File: src/rtl/clknet_cfg.svh
// Constants for the clock network and PLL dynamic control pair.
// Assumes one 200 MHz clock, synchronous active-high reset.
`ifndef CLKNET_CFG_SVH
`define CLKNET_CFG_SVH
`define N_CLK_IN        8
`define N_PRIMARY       8
`define N_SECONDARY     8
`define N_EDGE          4
`define N_SEL_SRC       27
`define N_ROUTING       11
`define N_PLL_OUT       4
`define SRC_IO_BASE     0
`define SRC_ROUTE_BASE  8
`define SRC_DIV_BASE    19
`define SRC_PLL_BASE    27
`define PHASE_W         8
`define PHASE_RST       8'h00
`define DIV_RST         8'h01
`define T_LOCK_NS       1000
`define CLK_PERIOD_NS   5
`define LOCK_CYC        ((`T_LOCK_NS + `CLK_PERIOD_NS - 1) / `CLK_PERIOD_NS)
`define REG_PHASE0      8'h00
`define REG_DIV         8'h04
`define REG_REFSEL      8'h05
`define REG_STATUS      8'h06
`endif

File: src/rtl/clknet_pkg.sv
// Types for the clock network and PLL dynamic control pair.
// Assumes clknet_cfg.svh holds all figures.
package clknet_pkg;
  typedef enum logic [1:0] {WB_IDLE, WB_ACK} wb_state_t;
  typedef logic [4:0] src_sel_t;
  typedef logic [1:0] edge_sel_t;
endpackage

File: src/rtl/pll_ctl_if.sv
// Link between the clock network device and its fabric controller.
// Assumes both ends share clk and rst.
`timescale 1ns/1ps
`include "clknet_cfg.svh"
interface pll_ctl_if;
  logic [1:0] phase_output_select;
  logic       phase_step_direction;
  logic       phase_step_toggle;
  logic       ref_sel;
  logic       wb_cyc;
  logic       wb_stb;
  logic       wb_we;
  logic [7:0] wb_adr;
  logic [7:0] wb_dat_w;
  logic [7:0] wb_dat_r;
  logic       wb_ack;
  logic       pll_lock;
  modport dev  (input phase_output_select, phase_step_direction, phase_step_toggle,
                ref_sel, wb_cyc, wb_stb, wb_we, wb_adr, wb_dat_w,
                output wb_dat_r, wb_ack, pll_lock);
  modport ctrl (output phase_output_select, phase_step_direction, phase_step_toggle,
                ref_sel, wb_cyc, wb_stb, wb_we, wb_adr, wb_dat_w,
                input wb_dat_r, wb_ack, pll_lock);
endinterface

File: src/rtl/clknet_dev.sv
// Clock network selectors and PLL dynamic control, device end.
// Assumes controller on same clk; clock pins sampled as plain levels.
`timescale 1ns/1ps
`include "clknet_cfg.svh"
module clknet_dev (
  input  wire logic                     clk,
  input  wire logic                     rst,
  pll_ctl_if.dev                        link,
  input  wire logic [`N_CLK_IN-1:0]     true_clock_pin,
  input  wire logic [`N_CLK_IN-1:0]     comp_clock_pin,
  input  wire logic [`N_CLK_IN-1:0]     diff_mode,
  input  wire logic [`N_CLK_IN-1:0]     clk_in_used,
  input  wire logic [`N_ROUTING-1:0]    routing_in,
  input  wire logic [`N_PRIMARY-1:0]    div_in,
  input  wire logic [`N_SECONDARY-1:0]  fabric_ctl_in,
  input  wire logic [`N_EDGE-1:0]       fabric_interface_source,
  input  wire logic [`N_EDGE-1:0]       edge_bridge_in,
  input  wire logic [5*`N_PRIMARY-1:0]  primary_sel,
  input  wire logic [2*`N_EDGE-1:0]     edge_sel,
  input  wire logic                     dyn_phase_en,
  input  wire logic [`PHASE_W-1:0]      static_phase,
  input  wire logic                     ref_clk_a,
  input  wire logic                     ref_clk_b,
  input  wire logic                     pll_feedback_in,
  output logic      [`N_CLK_IN-1:0]     gpio_in,
  output logic      [`N_PRIMARY-1:0]    primary_clk,
  output logic      [`N_SECONDARY-1:0]  secondary_net,
  output logic      [`N_EDGE-1:0]       edge_clk,
  output logic      [`N_PLL_OUT-1:0]    pll_out,
  output logic      [4*`PHASE_W-1:0]    phase_out,
  output logic      [`PHASE_W-1:0]      div_out
);
  logic [`N_CLK_IN-1:0]     tp_s1_q, tp_s2_q, cp_s1_q, cp_s2_q;
  logic [`N_ROUTING-1:0]    rt_s1_q, rt_s2_q;
  logic [`N_PRIMARY-1:0]    dv_s1_q, dv_s2_q;
  logic [1:0]               rf_s1_q, rf_s2_q;
  logic                     fb_s1_q, fb_s2_q;
  logic [`PHASE_W-1:0]      phase_q [`N_PLL_OUT];
  logic [`PHASE_W-1:0]      div_q;
  logic                     refsel_q;
  logic                     tog_q;
  logic [15:0]              lock_cnt_q;
  logic                     lock_q;
  logic                     ack_q;
  logic [7:0]               rdat_q;
  clknet_pkg::wb_state_t    wb_st_q;
  logic [`N_CLK_IN-1:0]     io_src;
  logic [`N_SEL_SRC+`N_PLL_OUT-1:0] src_vec;
  logic                     ref_clk;
  logic                     step_ev;
  logic                     fb_step;
  logic                     wb_req;
  logic                     wb_wr;
  logic                     relock;
  logic                     mismatch;
  logic [7:0]               rd_mux;

  always_ff @(posedge clk) begin
    tp_s1_q <= true_clock_pin;
    tp_s2_q <= tp_s1_q;
    cp_s1_q <= comp_clock_pin;
    cp_s2_q <= cp_s1_q;
    rt_s1_q <= routing_in;
    rt_s2_q <= rt_s1_q;
    dv_s1_q <= div_in;
    dv_s2_q <= dv_s1_q;
    rf_s1_q <= {ref_clk_b, ref_clk_a};
    rf_s2_q <= rf_s1_q;
    fb_s1_q <= pll_feedback_in;
    fb_s2_q <= fb_s1_q;
  end

  // Single-ended uses true pin only; differential needs both legs
  assign io_src  = tp_s2_q & ~(diff_mode & cp_s2_q);
  assign src_vec = {pll_out, dv_s2_q, rt_s2_q, io_src};
  assign ref_clk = refsel_q ? rf_s2_q[1] : rf_s2_q[0];

  assign step_ev  = dyn_phase_en && (link.phase_step_toggle != tog_q);
  assign fb_step  = step_ev && (link.phase_output_select == 2'd0);
  assign wb_req   = link.wb_cyc && link.wb_stb && (wb_st_q == clknet_pkg::WB_IDLE);
  assign wb_wr    = wb_req && link.wb_we;
  assign relock   = fb_step || (wb_wr && link.wb_adr <= `REG_REFSEL);
  assign mismatch = ref_clk != fb_s2_q;

  assign rd_mux = (link.wb_adr < 8'h04) ? phase_q[link.wb_adr[1:0]] :
                  (link.wb_adr == `REG_DIV) ? div_q :
                  (link.wb_adr == `REG_REFSEL) ? {7'h00, refsel_q} :
                  (link.wb_adr == `REG_STATUS) ? {7'h00, lock_q} : 8'h00;

  always_ff @(posedge clk) begin
    if (rst) begin
      tog_q <= 1'b0;
    end else begin
      tog_q <= link.phase_step_toggle;
    end
  end

  genvar g;
  generate
    for (g = 0; g < `N_PLL_OUT; g++) begin : g_ph
      always_ff @(posedge clk) begin
        if (rst) begin
          phase_q[g] <= `PHASE_RST;
        end else if (!dyn_phase_en) begin
          phase_q[g] <= static_phase;
        end else if (step_ev && link.phase_output_select == g) begin
          phase_q[g] <= link.phase_step_direction ? phase_q[g] + 8'h01 :
                                                    phase_q[g] - 8'h01;
        end else if (wb_wr && link.wb_adr == g) begin
          phase_q[g] <= link.wb_dat_w;
        end
      end
      always_ff @(posedge clk) begin
        if (rst) begin
          pll_out[g] <= 1'b0;
        end else begin
          pll_out[g] <= lock_q & ref_clk;
        end
      end
      always_ff @(posedge clk) begin
        if (rst) begin
          edge_clk[g] <= 1'b0;
        end else begin
          case (edge_sel[2*g +: 2])
            2'd0:    edge_clk[g] <= pll_out[g];
            2'd1:    edge_clk[g] <= io_src[g];
            2'd2:    edge_clk[g] <= edge_bridge_in[g];
            default: edge_clk[g] <= fabric_interface_source[g];
          endcase
        end
      end
      assign phase_out[g*`PHASE_W +: `PHASE_W] = phase_q[g];
    end
    for (g = 0; g < `N_PRIMARY; g++) begin : g_pri
      always_ff @(posedge clk) begin
        if (rst) begin
          primary_clk[g] <= 1'b0;
        end else begin
          primary_clk[g] <= src_vec[primary_sel[5*g +: 5]];
        end
      end
    end
  endgenerate

  always_ff @(posedge clk) begin
    if (rst) begin
      secondary_net <= '0;
      gpio_in       <= '0;
    end else begin
      secondary_net <= fabric_ctl_in;
      gpio_in       <= tp_s2_q & ~clk_in_used;
    end
  end

  always_ff @(posedge clk) begin
    if (rst) begin
      div_q    <= `DIV_RST;
      refsel_q <= 1'b0;
    end else begin
      if (wb_wr && link.wb_adr == `REG_DIV) begin
        div_q <= link.wb_dat_w;
      end
      if (wb_wr && link.wb_adr == `REG_REFSEL) begin
        refsel_q <= link.wb_dat_w[0];
      end else begin
        refsel_q <= link.ref_sel;
      end
    end
  end
  assign div_out = div_q;

  always_ff @(posedge clk) begin
    if (rst) begin
      wb_st_q <= clknet_pkg::WB_IDLE;
      ack_q   <= 1'b0;
      rdat_q  <= 8'h00;
    end else begin
      case (wb_st_q)
        clknet_pkg::WB_IDLE: begin
          ack_q <= wb_req;
          if (wb_req) begin
            rdat_q  <= rd_mux;
            wb_st_q <= clknet_pkg::WB_ACK;
          end
        end
        default: begin
          ack_q   <= 1'b0;
          wb_st_q <= clknet_pkg::WB_IDLE;
        end
      endcase
    end
  end
  assign link.wb_ack   = ack_q;
  assign link.wb_dat_r = rdat_q;

  // Lock held low for the full lock time after a ref/feedback mismatch, a setting write or an output 0 step
  always_ff @(posedge clk) begin
    if (rst) begin
      lock_cnt_q <= 16'h0000;
      lock_q     <= 1'b0;
    end else if (relock || mismatch) begin
      lock_cnt_q <= 16'h0000;
      lock_q     <= 1'b0;
    end else if (lock_cnt_q < 16'(`LOCK_CYC)) begin
      lock_cnt_q <= lock_cnt_q + 16'h0001;
      lock_q     <= 1'b0;
    end else begin
      lock_q <= 1'b1;
    end
  end
  assign link.pll_lock = lock_q;
endmodule

File: src/flat_wrapper.sv
// flat-port wrapper written by rule: the top's interface ports become plain ports
module clknet_dev_flat 
  (clk, rst, true_clock_pin, comp_clock_pin, diff_mode, clk_in_used, routing_in, div_in, fabric_ctl_in, fabric_interface_source, edge_bridge_in, primary_sel, edge_sel, dyn_phase_en, static_phase, ref_clk_a, ref_clk_b, pll_feedback_in, gpio_in, primary_clk, secondary_net, edge_clk, pll_out, phase_out, div_out, link_phase_output_select, link_phase_step_direction, link_phase_step_toggle, link_ref_sel, link_wb_cyc, link_wb_stb, link_wb_we, link_wb_adr, link_wb_dat_w, link_wb_dat_r, link_wb_ack, link_pll_lock);
  pll_ctl_if link_i ();
  input  wire logic clk;
  input  wire logic rst;
  input  wire logic [`N_CLK_IN-1:0] true_clock_pin;
  input  wire logic [`N_CLK_IN-1:0] comp_clock_pin;
  input  wire logic [`N_CLK_IN-1:0] diff_mode;
  input  wire logic [`N_CLK_IN-1:0] clk_in_used;
  input  wire logic [`N_ROUTING-1:0] routing_in;
  input  wire logic [`N_PRIMARY-1:0] div_in;
  input  wire logic [`N_SECONDARY-1:0] fabric_ctl_in;
  input  wire logic [`N_EDGE-1:0] fabric_interface_source;
  input  wire logic [`N_EDGE-1:0] edge_bridge_in;
  input  wire logic [5*`N_PRIMARY-1:0] primary_sel;
  input  wire logic [2*`N_EDGE-1:0] edge_sel;
  input  wire logic dyn_phase_en;
  input  wire logic [`PHASE_W-1:0] static_phase;
  input  wire logic ref_clk_a;
  input  wire logic ref_clk_b;
  input  wire logic pll_feedback_in;
  output logic      [`N_CLK_IN-1:0] gpio_in;
  output logic      [`N_PRIMARY-1:0] primary_clk;
  output logic      [`N_SECONDARY-1:0] secondary_net;
  output logic      [`N_EDGE-1:0] edge_clk;
  output logic      [`N_PLL_OUT-1:0] pll_out;
  output logic      [4*`PHASE_W-1:0] phase_out;
  output logic      [`PHASE_W-1:0] div_out;
  input wire logic [$bits(link_i.phase_output_select)-1:0] link_phase_output_select;
  input wire logic [$bits(link_i.phase_step_direction)-1:0] link_phase_step_direction;
  input wire logic [$bits(link_i.phase_step_toggle)-1:0] link_phase_step_toggle;
  input wire logic [$bits(link_i.ref_sel)-1:0] link_ref_sel;
  input wire logic [$bits(link_i.wb_cyc)-1:0] link_wb_cyc;
  input wire logic [$bits(link_i.wb_stb)-1:0] link_wb_stb;
  input wire logic [$bits(link_i.wb_we)-1:0] link_wb_we;
  input wire logic [$bits(link_i.wb_adr)-1:0] link_wb_adr;
  input wire logic [$bits(link_i.wb_dat_w)-1:0] link_wb_dat_w;
  output wire logic [$bits(link_i.wb_dat_r)-1:0] link_wb_dat_r;
  output wire logic [$bits(link_i.wb_ack)-1:0] link_wb_ack;
  output wire logic [$bits(link_i.pll_lock)-1:0] link_pll_lock;
  assign link_i.phase_output_select = link_phase_output_select;
  assign link_i.phase_step_direction = link_phase_step_direction;
  assign link_i.phase_step_toggle = link_phase_step_toggle;
  assign link_i.ref_sel = link_ref_sel;
  assign link_i.wb_cyc = link_wb_cyc;
  assign link_i.wb_stb = link_wb_stb;
  assign link_i.wb_we = link_wb_we;
  assign link_i.wb_adr = link_wb_adr;
  assign link_i.wb_dat_w = link_wb_dat_w;
  assign link_wb_dat_r = link_i.wb_dat_r;
  assign link_wb_ack = link_i.wb_ack;
  assign link_pll_lock = link_i.pll_lock;
  clknet_dev u_core (.clk(clk), .rst(rst), .link(link_i), .true_clock_pin(true_clock_pin), .comp_clock_pin(comp_clock_pin), .diff_mode(diff_mode), .clk_in_used(clk_in_used), .routing_in(routing_in), .div_in(div_in), .fabric_ctl_in(fabric_ctl_in), .fabric_interface_source(fabric_interface_source), .edge_bridge_in(edge_bridge_in), .primary_sel(primary_sel), .edge_sel(edge_sel), .dyn_phase_en(dyn_phase_en), .static_phase(static_phase), .ref_clk_a(ref_clk_a), .ref_clk_b(ref_clk_b), .pll_feedback_in(pll_feedback_in), .gpio_in(gpio_in), .primary_clk(primary_clk), .secondary_net(secondary_net), .edge_clk(edge_clk), .pll_out(pll_out), .phase_out(phase_out), .div_out(div_out));
endmodule
File: config.mk
export PLATFORM = sky130hd
export DESIGN_NAME = clknet_dev_flat
export DESIGN_NICKNAME = d
export VERILOG_FILES = /design/src/rtl/clknet_pkg.sv /design/src/rtl/pll_ctl_if.sv /design/src/rtl/clknet_dev.sv /design/src/flat_wrapper.sv
export VERILOG_INCLUDE_DIRS = /design/src /design/src/rtl
export SDC_FILE = /design/constraint.sdc
export NUM_CORES = 1
export LEC_CHECK = 0
export ABC_AREA = 1
export BUFFER_PORTS_ARGS = -buffer_cell sky130_fd_sc_hd__buf_2
export CAP_MARGIN = 20
export CORE_ASPECT_RATIO = 1.4
export CORE_MARGIN = 3
export CORE_UTILIZATION = 30
export CTS_BUF_LIST = sky130_fd_sc_hd__clkbuf_4
export CTS_CLUSTER_DIAMETER = 60
export DETAILED_ROUTE_END_ITERATION = 16
export SETUP_SLACK_MARGIN = 0.05
export SLEW_MARGIN = 20
export SYNTH_ARGS = -nofsm -noshare
export SYNTH_HDL_FRONTEND = slang
export SYNTH_SLANG_ARGS = --single-unit
export TNS_END_PERCENT = 5
File: constraint.sdc
create_clock -name clk -period 2.8 [get_ports clk]
set_clock_uncertainty 0.1 [all_clocks]
set_input_delay 0 -clock clk [delete_from_list [all_inputs] [get_ports clk]]
set_output_delay 0 -clock clk [all_outputs]
set_load 0.005 [all_outputs]
==> results.cfg, run 1 <==
[logic_synthesis]
synth_area_leaders = dfxtp_1, nand2_1, edfxtp_1
synth.avg_cell_area_um2 = 6.71
synth-edff-count = 32
syn_nets = 1632
ys_top_cells_by_count = nand2_1, inv_1, nand3_1
yosys.cell_types.count = 38
yosys_warnings = 0
ys_seq_elements = 174
synth_top_area_cell = dfxtp_1
ys_async_sr_fraction_pct = 0
synth_flop_cell = dfxtp_1
syn_inst = 1450
synth_area_um2 = 9730
synth_top_area_share_pct = 29.2
ys_seq_area_share_pct = 39.1
yosysMostFrequentCell = nand2_1

[status]
status = completed

[floorplanning]
die_h_um = 219
die-area_um2 = 34700
io_pins = 235
die_w_um = 158
core_um2 = 31800
start_util_pct = 30.6
rows = 77

[sta]
max_freq_mhz = 380
rsz0062_at_grt = false
finalCriticalPeriod_ns = 2.63
timing.setup.tns_ns = 0
setup_violations = 0
fin_crit_sh_pct = 94.0
max_slew_margin_pct = 57.7
slew_violations = 0
finalHoldViolCount = 0
worst_pin_slew_ns = 0.634

[clocking]
clock_sinks = 174
clock_latency_ns = 0.63
htreeDepth = 4
clk_pin_slew_ns = 0.16
numCtsBuffers = 17
cts_tree = yes
ctsRootBufferMaster = clkbuf_4
clock_path_buffers = 2

[route]
routed_wl_um = 39700
vias = 11500
ant_nets = 0
first_pass_iters = 5
vias_per_cell = 4.88
drcViolationCount = 0
first_iter_violations = 775
wl_per_cell_um = 16.9

[hold_path]
hold_end = u_core.phase_q[0][4]$_DFFE_PP_
hp-class = in2reg
hold-path-cell-count = 7
min_from = link_wb_stb

[setup_path]
rr_worst_depth = 10
rrSetupSlack_ns = 0.17
cp.buffers_inverters = 3
cpMostUsedCell = nand3_1
cp_slowest_cell = dfxtp_1
r2r-end = u_core.primary_clk[4]$_SDFF_PP0_
required_ns = 3.28
cp-start-kind = register
critPathMaxStageDelay_ns = 0.72
path_class = reg2reg
crit_fanout = 8
worstPathCellList = nand3_1 -> nand2_1 -> inv_1 -> nand3_1 -> nand3_1 -> nand3_1 -> dlygate4sd3_1 -> nand2_1 -> dlygate4sd3_1 -> nor2_1
end_kind = register
r2r-start = u_core.dv_s2_q[0]$_DFF_P_
critPathArrivalTime_ns = 3.11
critPathTopFamily = buffers and inverters

[global_routing]
grt_overflow = 0
grt_pass1_vias = 11400
grt_usage_pct = 22.4
grt_start_max_net_pins = 39
antenna_found_initial = 2
grt_pass1_wl_um = 59000

[place]
place_inst = 2056
portBuffers = 234
globalplace.congestion = 0.950
hpwl_um = 28400

[cells_and_area]
area_growth_pct = 45.9
final_cells = 2349
drive_above_1_share_pct = 16.3
final_nets = 2120

[power_and_ir_drop]
power_uw = 5650
peakVddDrop_mv = 0.221
powerDensity_nw_per_um2 = 398
total_leakage_power_uw = 0.00712

[flow_run]
cap_violations = 0
## sequential cells by signal, indices dropped and copies added (netlist names), 4 cells and up
register,flops
u_core.cp_s2_q,8
u_core.tp_s2_q,8
u_core.secondary_net,8
u_core.primary_clk,8
u_core.rt_s1_q,11
u_core.edge_clk,4
u_core.cp_s1_q,8
u_core.rt_s2_q,11
u_core.link.wb_dat_r,8
u_core.div_out,8
u_core.lock_cnt_q,16
u_core.dv_s2_q,8
u_core.gpio_in,8
u_core.dv_s1_q,8
u_core.tp_s1_q,8
u_core.phase_q,32
## cell families after synthesis
group / Yosys count / share of synthesized area (%)
compound gates: 126 / 6.90
flops: 174 / 39.1
fa+ha+maj: 29 / 4.04
xor+xnor: 19 / 1.71
simple gates: 886 / 39.5
buf+inv: 216 / 8.78
## how the worst max path moves through the flow
stage                                             endpoint  cells after the start  slack, ns                         start
after floorplan             u_core.phase_q[1][5]$_DFFE_PP_                     10       0.57     link_phase_step_direction
after global placement      u_core.phase_q[3][7]$_DFFE_PP_                     12       0.61     link_phase_step_direction
after detailed placement    u_core.phase_q[3][7]$_DFFE_PP_                     12       0.58     link_phase_step_direction
after CTS                 u_core.primary_clk[5]$_SDFF_PP0_                      9       0.07  u_core.pll_out[0]$_SDFF_PP0_
after global routing      u_core.primary_clk[4]$_SDFF_PP0_                     10       0.06     u_core.dv_s2_q[0]$_DFF_P_
final                     u_core.primary_clk[4]$_SDFF_PP0_                     10       0.17     u_core.dv_s2_q[0]$_DFF_P_
## layout make-up
type	count	area [um^2]
Timing Repair Buffer	501	3840
Sequential cell	174	3810
Fill cell	3194	17600
Clock buffer	20	150
Multi-Input combinational cell	1060	5090
Inverter	184	692
Clock inverter	12	128
Antenna cell	3	7.51
Tap cell	395	494
## layout by cell type (no fill, tap or decap), drive strengths merged
| master | netlist | final |
|---|---|---|
| nand2 | 501 | 501 |
| dlygate4sd3 | 0 | 257 |
| buf | 24 | 243 |
| inv | 179 | 185 |
| nand3 | 182 | 182 |
| dfxtp | 142 | 142 |
| nor2 | 141 | 141 |
| a21oi | 63 | 63 |
| o21ai | 47 | 47 |
| nand4 | 40 | 40 |
| edfxtp | 32 | 32 |
| ha | 25 | 25 |
| clkbuf | 8 | 20 |
| xnor2 | 10 | 10 |
| nand3b | 9 | 9 |
| xor2 | 9 | 9 |
| nor3 | 9 | 9 |
| clkinv | 5 | 8 |
| o21a | 5 | 5 |
| o21bai | 4 | 4 |
| fa | 4 | 4 |
| or2 | 4 | 4 |
| diode | 0 | 3 |
| a21o | 2 | 2 |
| o211ai | 2 | 2 |
| clkinvlp | 0 | 2 |
| a31oi | 1 | 1 |
| o22ai | 1 | 1 |
| a21boi | 1 | 1 |
| bufinv | 0 | 1 |
| dlymetal6s4s | 0 | 1 |
## per-layer routing
metal	part of all wire [%]	vias to the layer above	track usage, %
li1	-	5622	-
met4	6.7	0	13.6
met1	35	5137	23.1
met3	7.5	170	4.04
met2	50	530	41.4
met5	0	-	0
## worst register-to-register path: cells and delay by family (launching register included)
kind | cells | cell delay [ns]
flops | 1 | 0.72
simple gates | 7 | 0.62
buf+inv | 3 | 1.16
## power breakdown
part / switching [uW] / total [uW] / internal [uW] / leakage (uW)
clock: 959 / 1450 / 494 / 0.000150
sequential: 116 / 2800 / 2680 / 0.00153
combinational: 748 / 1400 / 648 / 0.00544
total: 1820 / 5650 / 3830 / 0.00712
## stage by stage
| step | utilization, % | setup WS, ns | cell area [um^2] | hold WS (ns) |
|---|---|---|---|---|
| final | 44.7 | 0.168 | 14200 | 0.0836 |
| after global routing | 44.7 | 0.0630 | 14200 | 0.0651 |
| after CTS | 44.6 | 0.0703 | 14200 | 0.000759 |
| after detailed placement | 35.6 | 0.580 | 11300 | 0.00368 |
| after global placement | 35.6 | 0.609 | 11300 | 0.00346 |
| after floorplan | - | 0.565 | 9730 | -0.0723 |
## repair_timing
action	in CTS	in global routing
endpoints found under the setup margin	0	11
gates resized for setup	0	6
setup buffers	0	0
hold buffers	258	0
endpoints found under the hold margin	136	0
Power figures use the tool's default switching activity.
==> run 2, diff against run 1 <==
--- a/config.mk
+++ b/config.mk
@@ -7,7 +7,6 @@
 export NUM_CORES = 1
 export LEC_CHECK = 0
 export ABC_AREA = 1
-export BUFFER_PORTS_ARGS = -buffer_cell sky130_fd_sc_hd__buf_2
 export CAP_MARGIN = 20
 export CORE_ASPECT_RATIO = 1.4
 export CORE_MARGIN = 3
@@ -15,7 +14,9 @@
 export CTS_BUF_LIST = sky130_fd_sc_hd__clkbuf_4
 export CTS_CLUSTER_DIAMETER = 60
 export DETAILED_ROUTE_END_ITERATION = 16
+export DONT_BUFFER_PORTS = 1
 export SETUP_SLACK_MARGIN = 0.05
+export SKIP_CTS_REPAIR_TIMING = 1
 export SLEW_MARGIN = 20
 export SYNTH_ARGS = -nofsm -noshare
 export SYNTH_HDL_FRONTEND = slang
==> run 2 against run 1 <==
Effect of this change: the run now ends with hold timing left; via count decreased by 8.4%; count of clock-buffer cells in the layout fell by 2; highest routed layer unchanged; critical endpoint is now u_core.phase_q[3][6]$_DFFE_PP_; worst setup slack worse by 0.045 ns; routed wire length decreased by 4.4%; worst hold slack worse by 0.15 ns; die area did not move; global-route usage fell by 2.5 points.
==> results.cfg, run 2 (same netlist as run 1, synthesis figures left out) <==
[status]
status = complete, but fails checks
violations = hold timing

[place]
placed_cell_area_um2 = 10100
place_ws_ns = 0.810
globalplace.congestion = 0.957
hpwl_um = 27500
place_inst = 1823
portBuffers = 0

[floorplanning]
core_um2 = 31800
die_h_um = 219
rows = 77
start_util_pct = 30.6
io_pins = 235
die-area_um2 = 34700
die_w_um = 158

[cells_and_area]
top_regs = u_core.phase_q x32, u_core.lock_cnt_q x16
area_growth_pct = 30.5
final_core_util_pct = 39.9
largest_reg_flops = 32
layout_commonest_cell = nand2_1
drive_above_1_share_pct = 4.69
final_cells = 2083
final_cell_area_um2 = 12700
final_nets = 1856
top_register = u_core.phase_q
final_cell_mix = nand2_1, dlygate4sd3_1, inv_1, nand3_1, dfxtp_1

[route]
first_iter_violations = 771
wl_per_cell_um = 18.2
vias = 10500
first_pass_iters = 8
routed_wl_um = 38000
drcViolationCount = 0
vias_per_cell = 5.04
ant_nets = 0

[power_and_ir_drop]
peakVddDrop_mv = 0.191
total_leakage_power_uw = 0.00596
powerDensity_nw_per_um2 = 430

[sta]
holdWs_ns = -0.0702
setup_violations = 0
rsz0062_at_grt = false
max_slew_margin_pct = 57.8
timing.setup.tns_ns = 0
finalCriticalPeriod_ns = 2.68
max_freq_mhz = 374
setup_ws_ns = 0.123
worst_pin_slew_ns = 0.631
fin_crit_sh_pct = 95.6
finalHoldViolCount = 1
slew_violations = 0

[setup_path]
cp_slowest_cell = dlygate4sd3_1
path_class = reg2reg
cp.buffers_inverters = 3
r2r-start = u_core.wb_st_q[0]$_SDFFE_PP0N_
cp-start-kind = register
worstPathCellList = inv_1 -> nand3_1 -> dlygate4sd3_1 -> nor2_4 -> nand4_1 -> nor2_2 -> nand4_1 -> nand3_1 -> dlygate4sd3_1
end_kind = register
crit_fanout = 7
required_ns = 3.21
critPathMaxStageDelay_ns = 0.61
critPathTopFamily = buffers and inverters
critPathArrivalTime_ns = 3.08
cp-startpoint = u_core.wb_st_q[0]$_SDFFE_PP0N_

[hold_path]
min_from = primary_sel[6]
hp-class = in2reg

[clocking]
ctsRootBufferMaster = clkbuf_4
clock_sinks = 174
clock_path_buffers = 2
clk_pin_slew_ns = 0.16
numCtsBuffers = 17
cts_tree = yes
htreeDepth = 4
clock_latency_ns = 0.64

[global_routing]
grt_pass1_wl_um = 51700
grt_start_max_net_pins = 31
grt_pass1_vias = 9252
grt_overflow = 0
antenna_found_initial = 1
grt_usage_pct = 20.0

[flow_run]
cap_violations = 0
==> run 2: changes by cell type in the layout (fill, tap and decap cells not counted), sizes merged <==
cell,delta
clkbuf,-2
inv,-1
buf,-232
bufinv,+1
dlymetal6s4s,-1
dlygate4sd3,-31
==> run 2: metrics by stage <==
| step | hold WS, ns | total power, uW |
|---|---|---|
| 4_1_cts | -0.817 | 5210 |
| 6_report | -0.0702 | 5460 |
| 5_1_grt | 0.00581 | 5750 |
| 3_5_place_dp | -0.0722 | 3710 |
| 3_3_place_gp | -0.0722 | 3700 |
| 2_1_floorplan | -0.0723 | 3470 |
==> run 2: where the power goes <==
| part | total (uW) | internal (uW) | switching (uW) |
|---|---|---|---|
| clock | 1490 | 540 | 950 |
| sequential | 2820 | 2680 | 133 |
| combinational | 1160 | 511 | 647 |
==> run 2: worst register-to-register path, delay by kind of cell, from the launching register on <==
family / cells / cell delay, ns
buffers and inverters: 3 / 1.21
AND/OR/NAND/NOR: 6 / 0.90
flip-flops: 1 / 0.33
==> run 2: final timing paths <==
check,to,slack (ns),cells after the start
min reg2reg,u_core.dv_s2_q[2]$_DFF_P_,0.23,0
max reg2reg,u_core.phase_q[3][6]$_DFFE_PP_,0.12,9
min,u_core.primary_clk[1]$_SDFF_PP0_,-0.07,8
max,u_core.phase_q[3][6]$_DFFE_PP_,0.12,9
==> run 2: layout make-up <==
cell class                      count  area [um^2]
Fill cell                        3285        19100
Multi-Input combinational cell   1060         5080
Sequential cell                   174         3800
Timing Repair Buffer              237         2360
Inverter                          184          692
Tap cell                          395          494
Clock buffer                       18          135
Clock inverter                     12          135
Antenna cell                        3         7.51
==> run 2: metal layers <==
layer / track usage (%) / vias up / share of wire (%)
met4: 14.0 / 0 / 7.4
met3: 6.85 / 152 / 9.4
met5: 0 / - / 0
met2: 34.9 / 528 / 49
li1: - / 5095 / -
met1: 19.4 / 4722 / 34
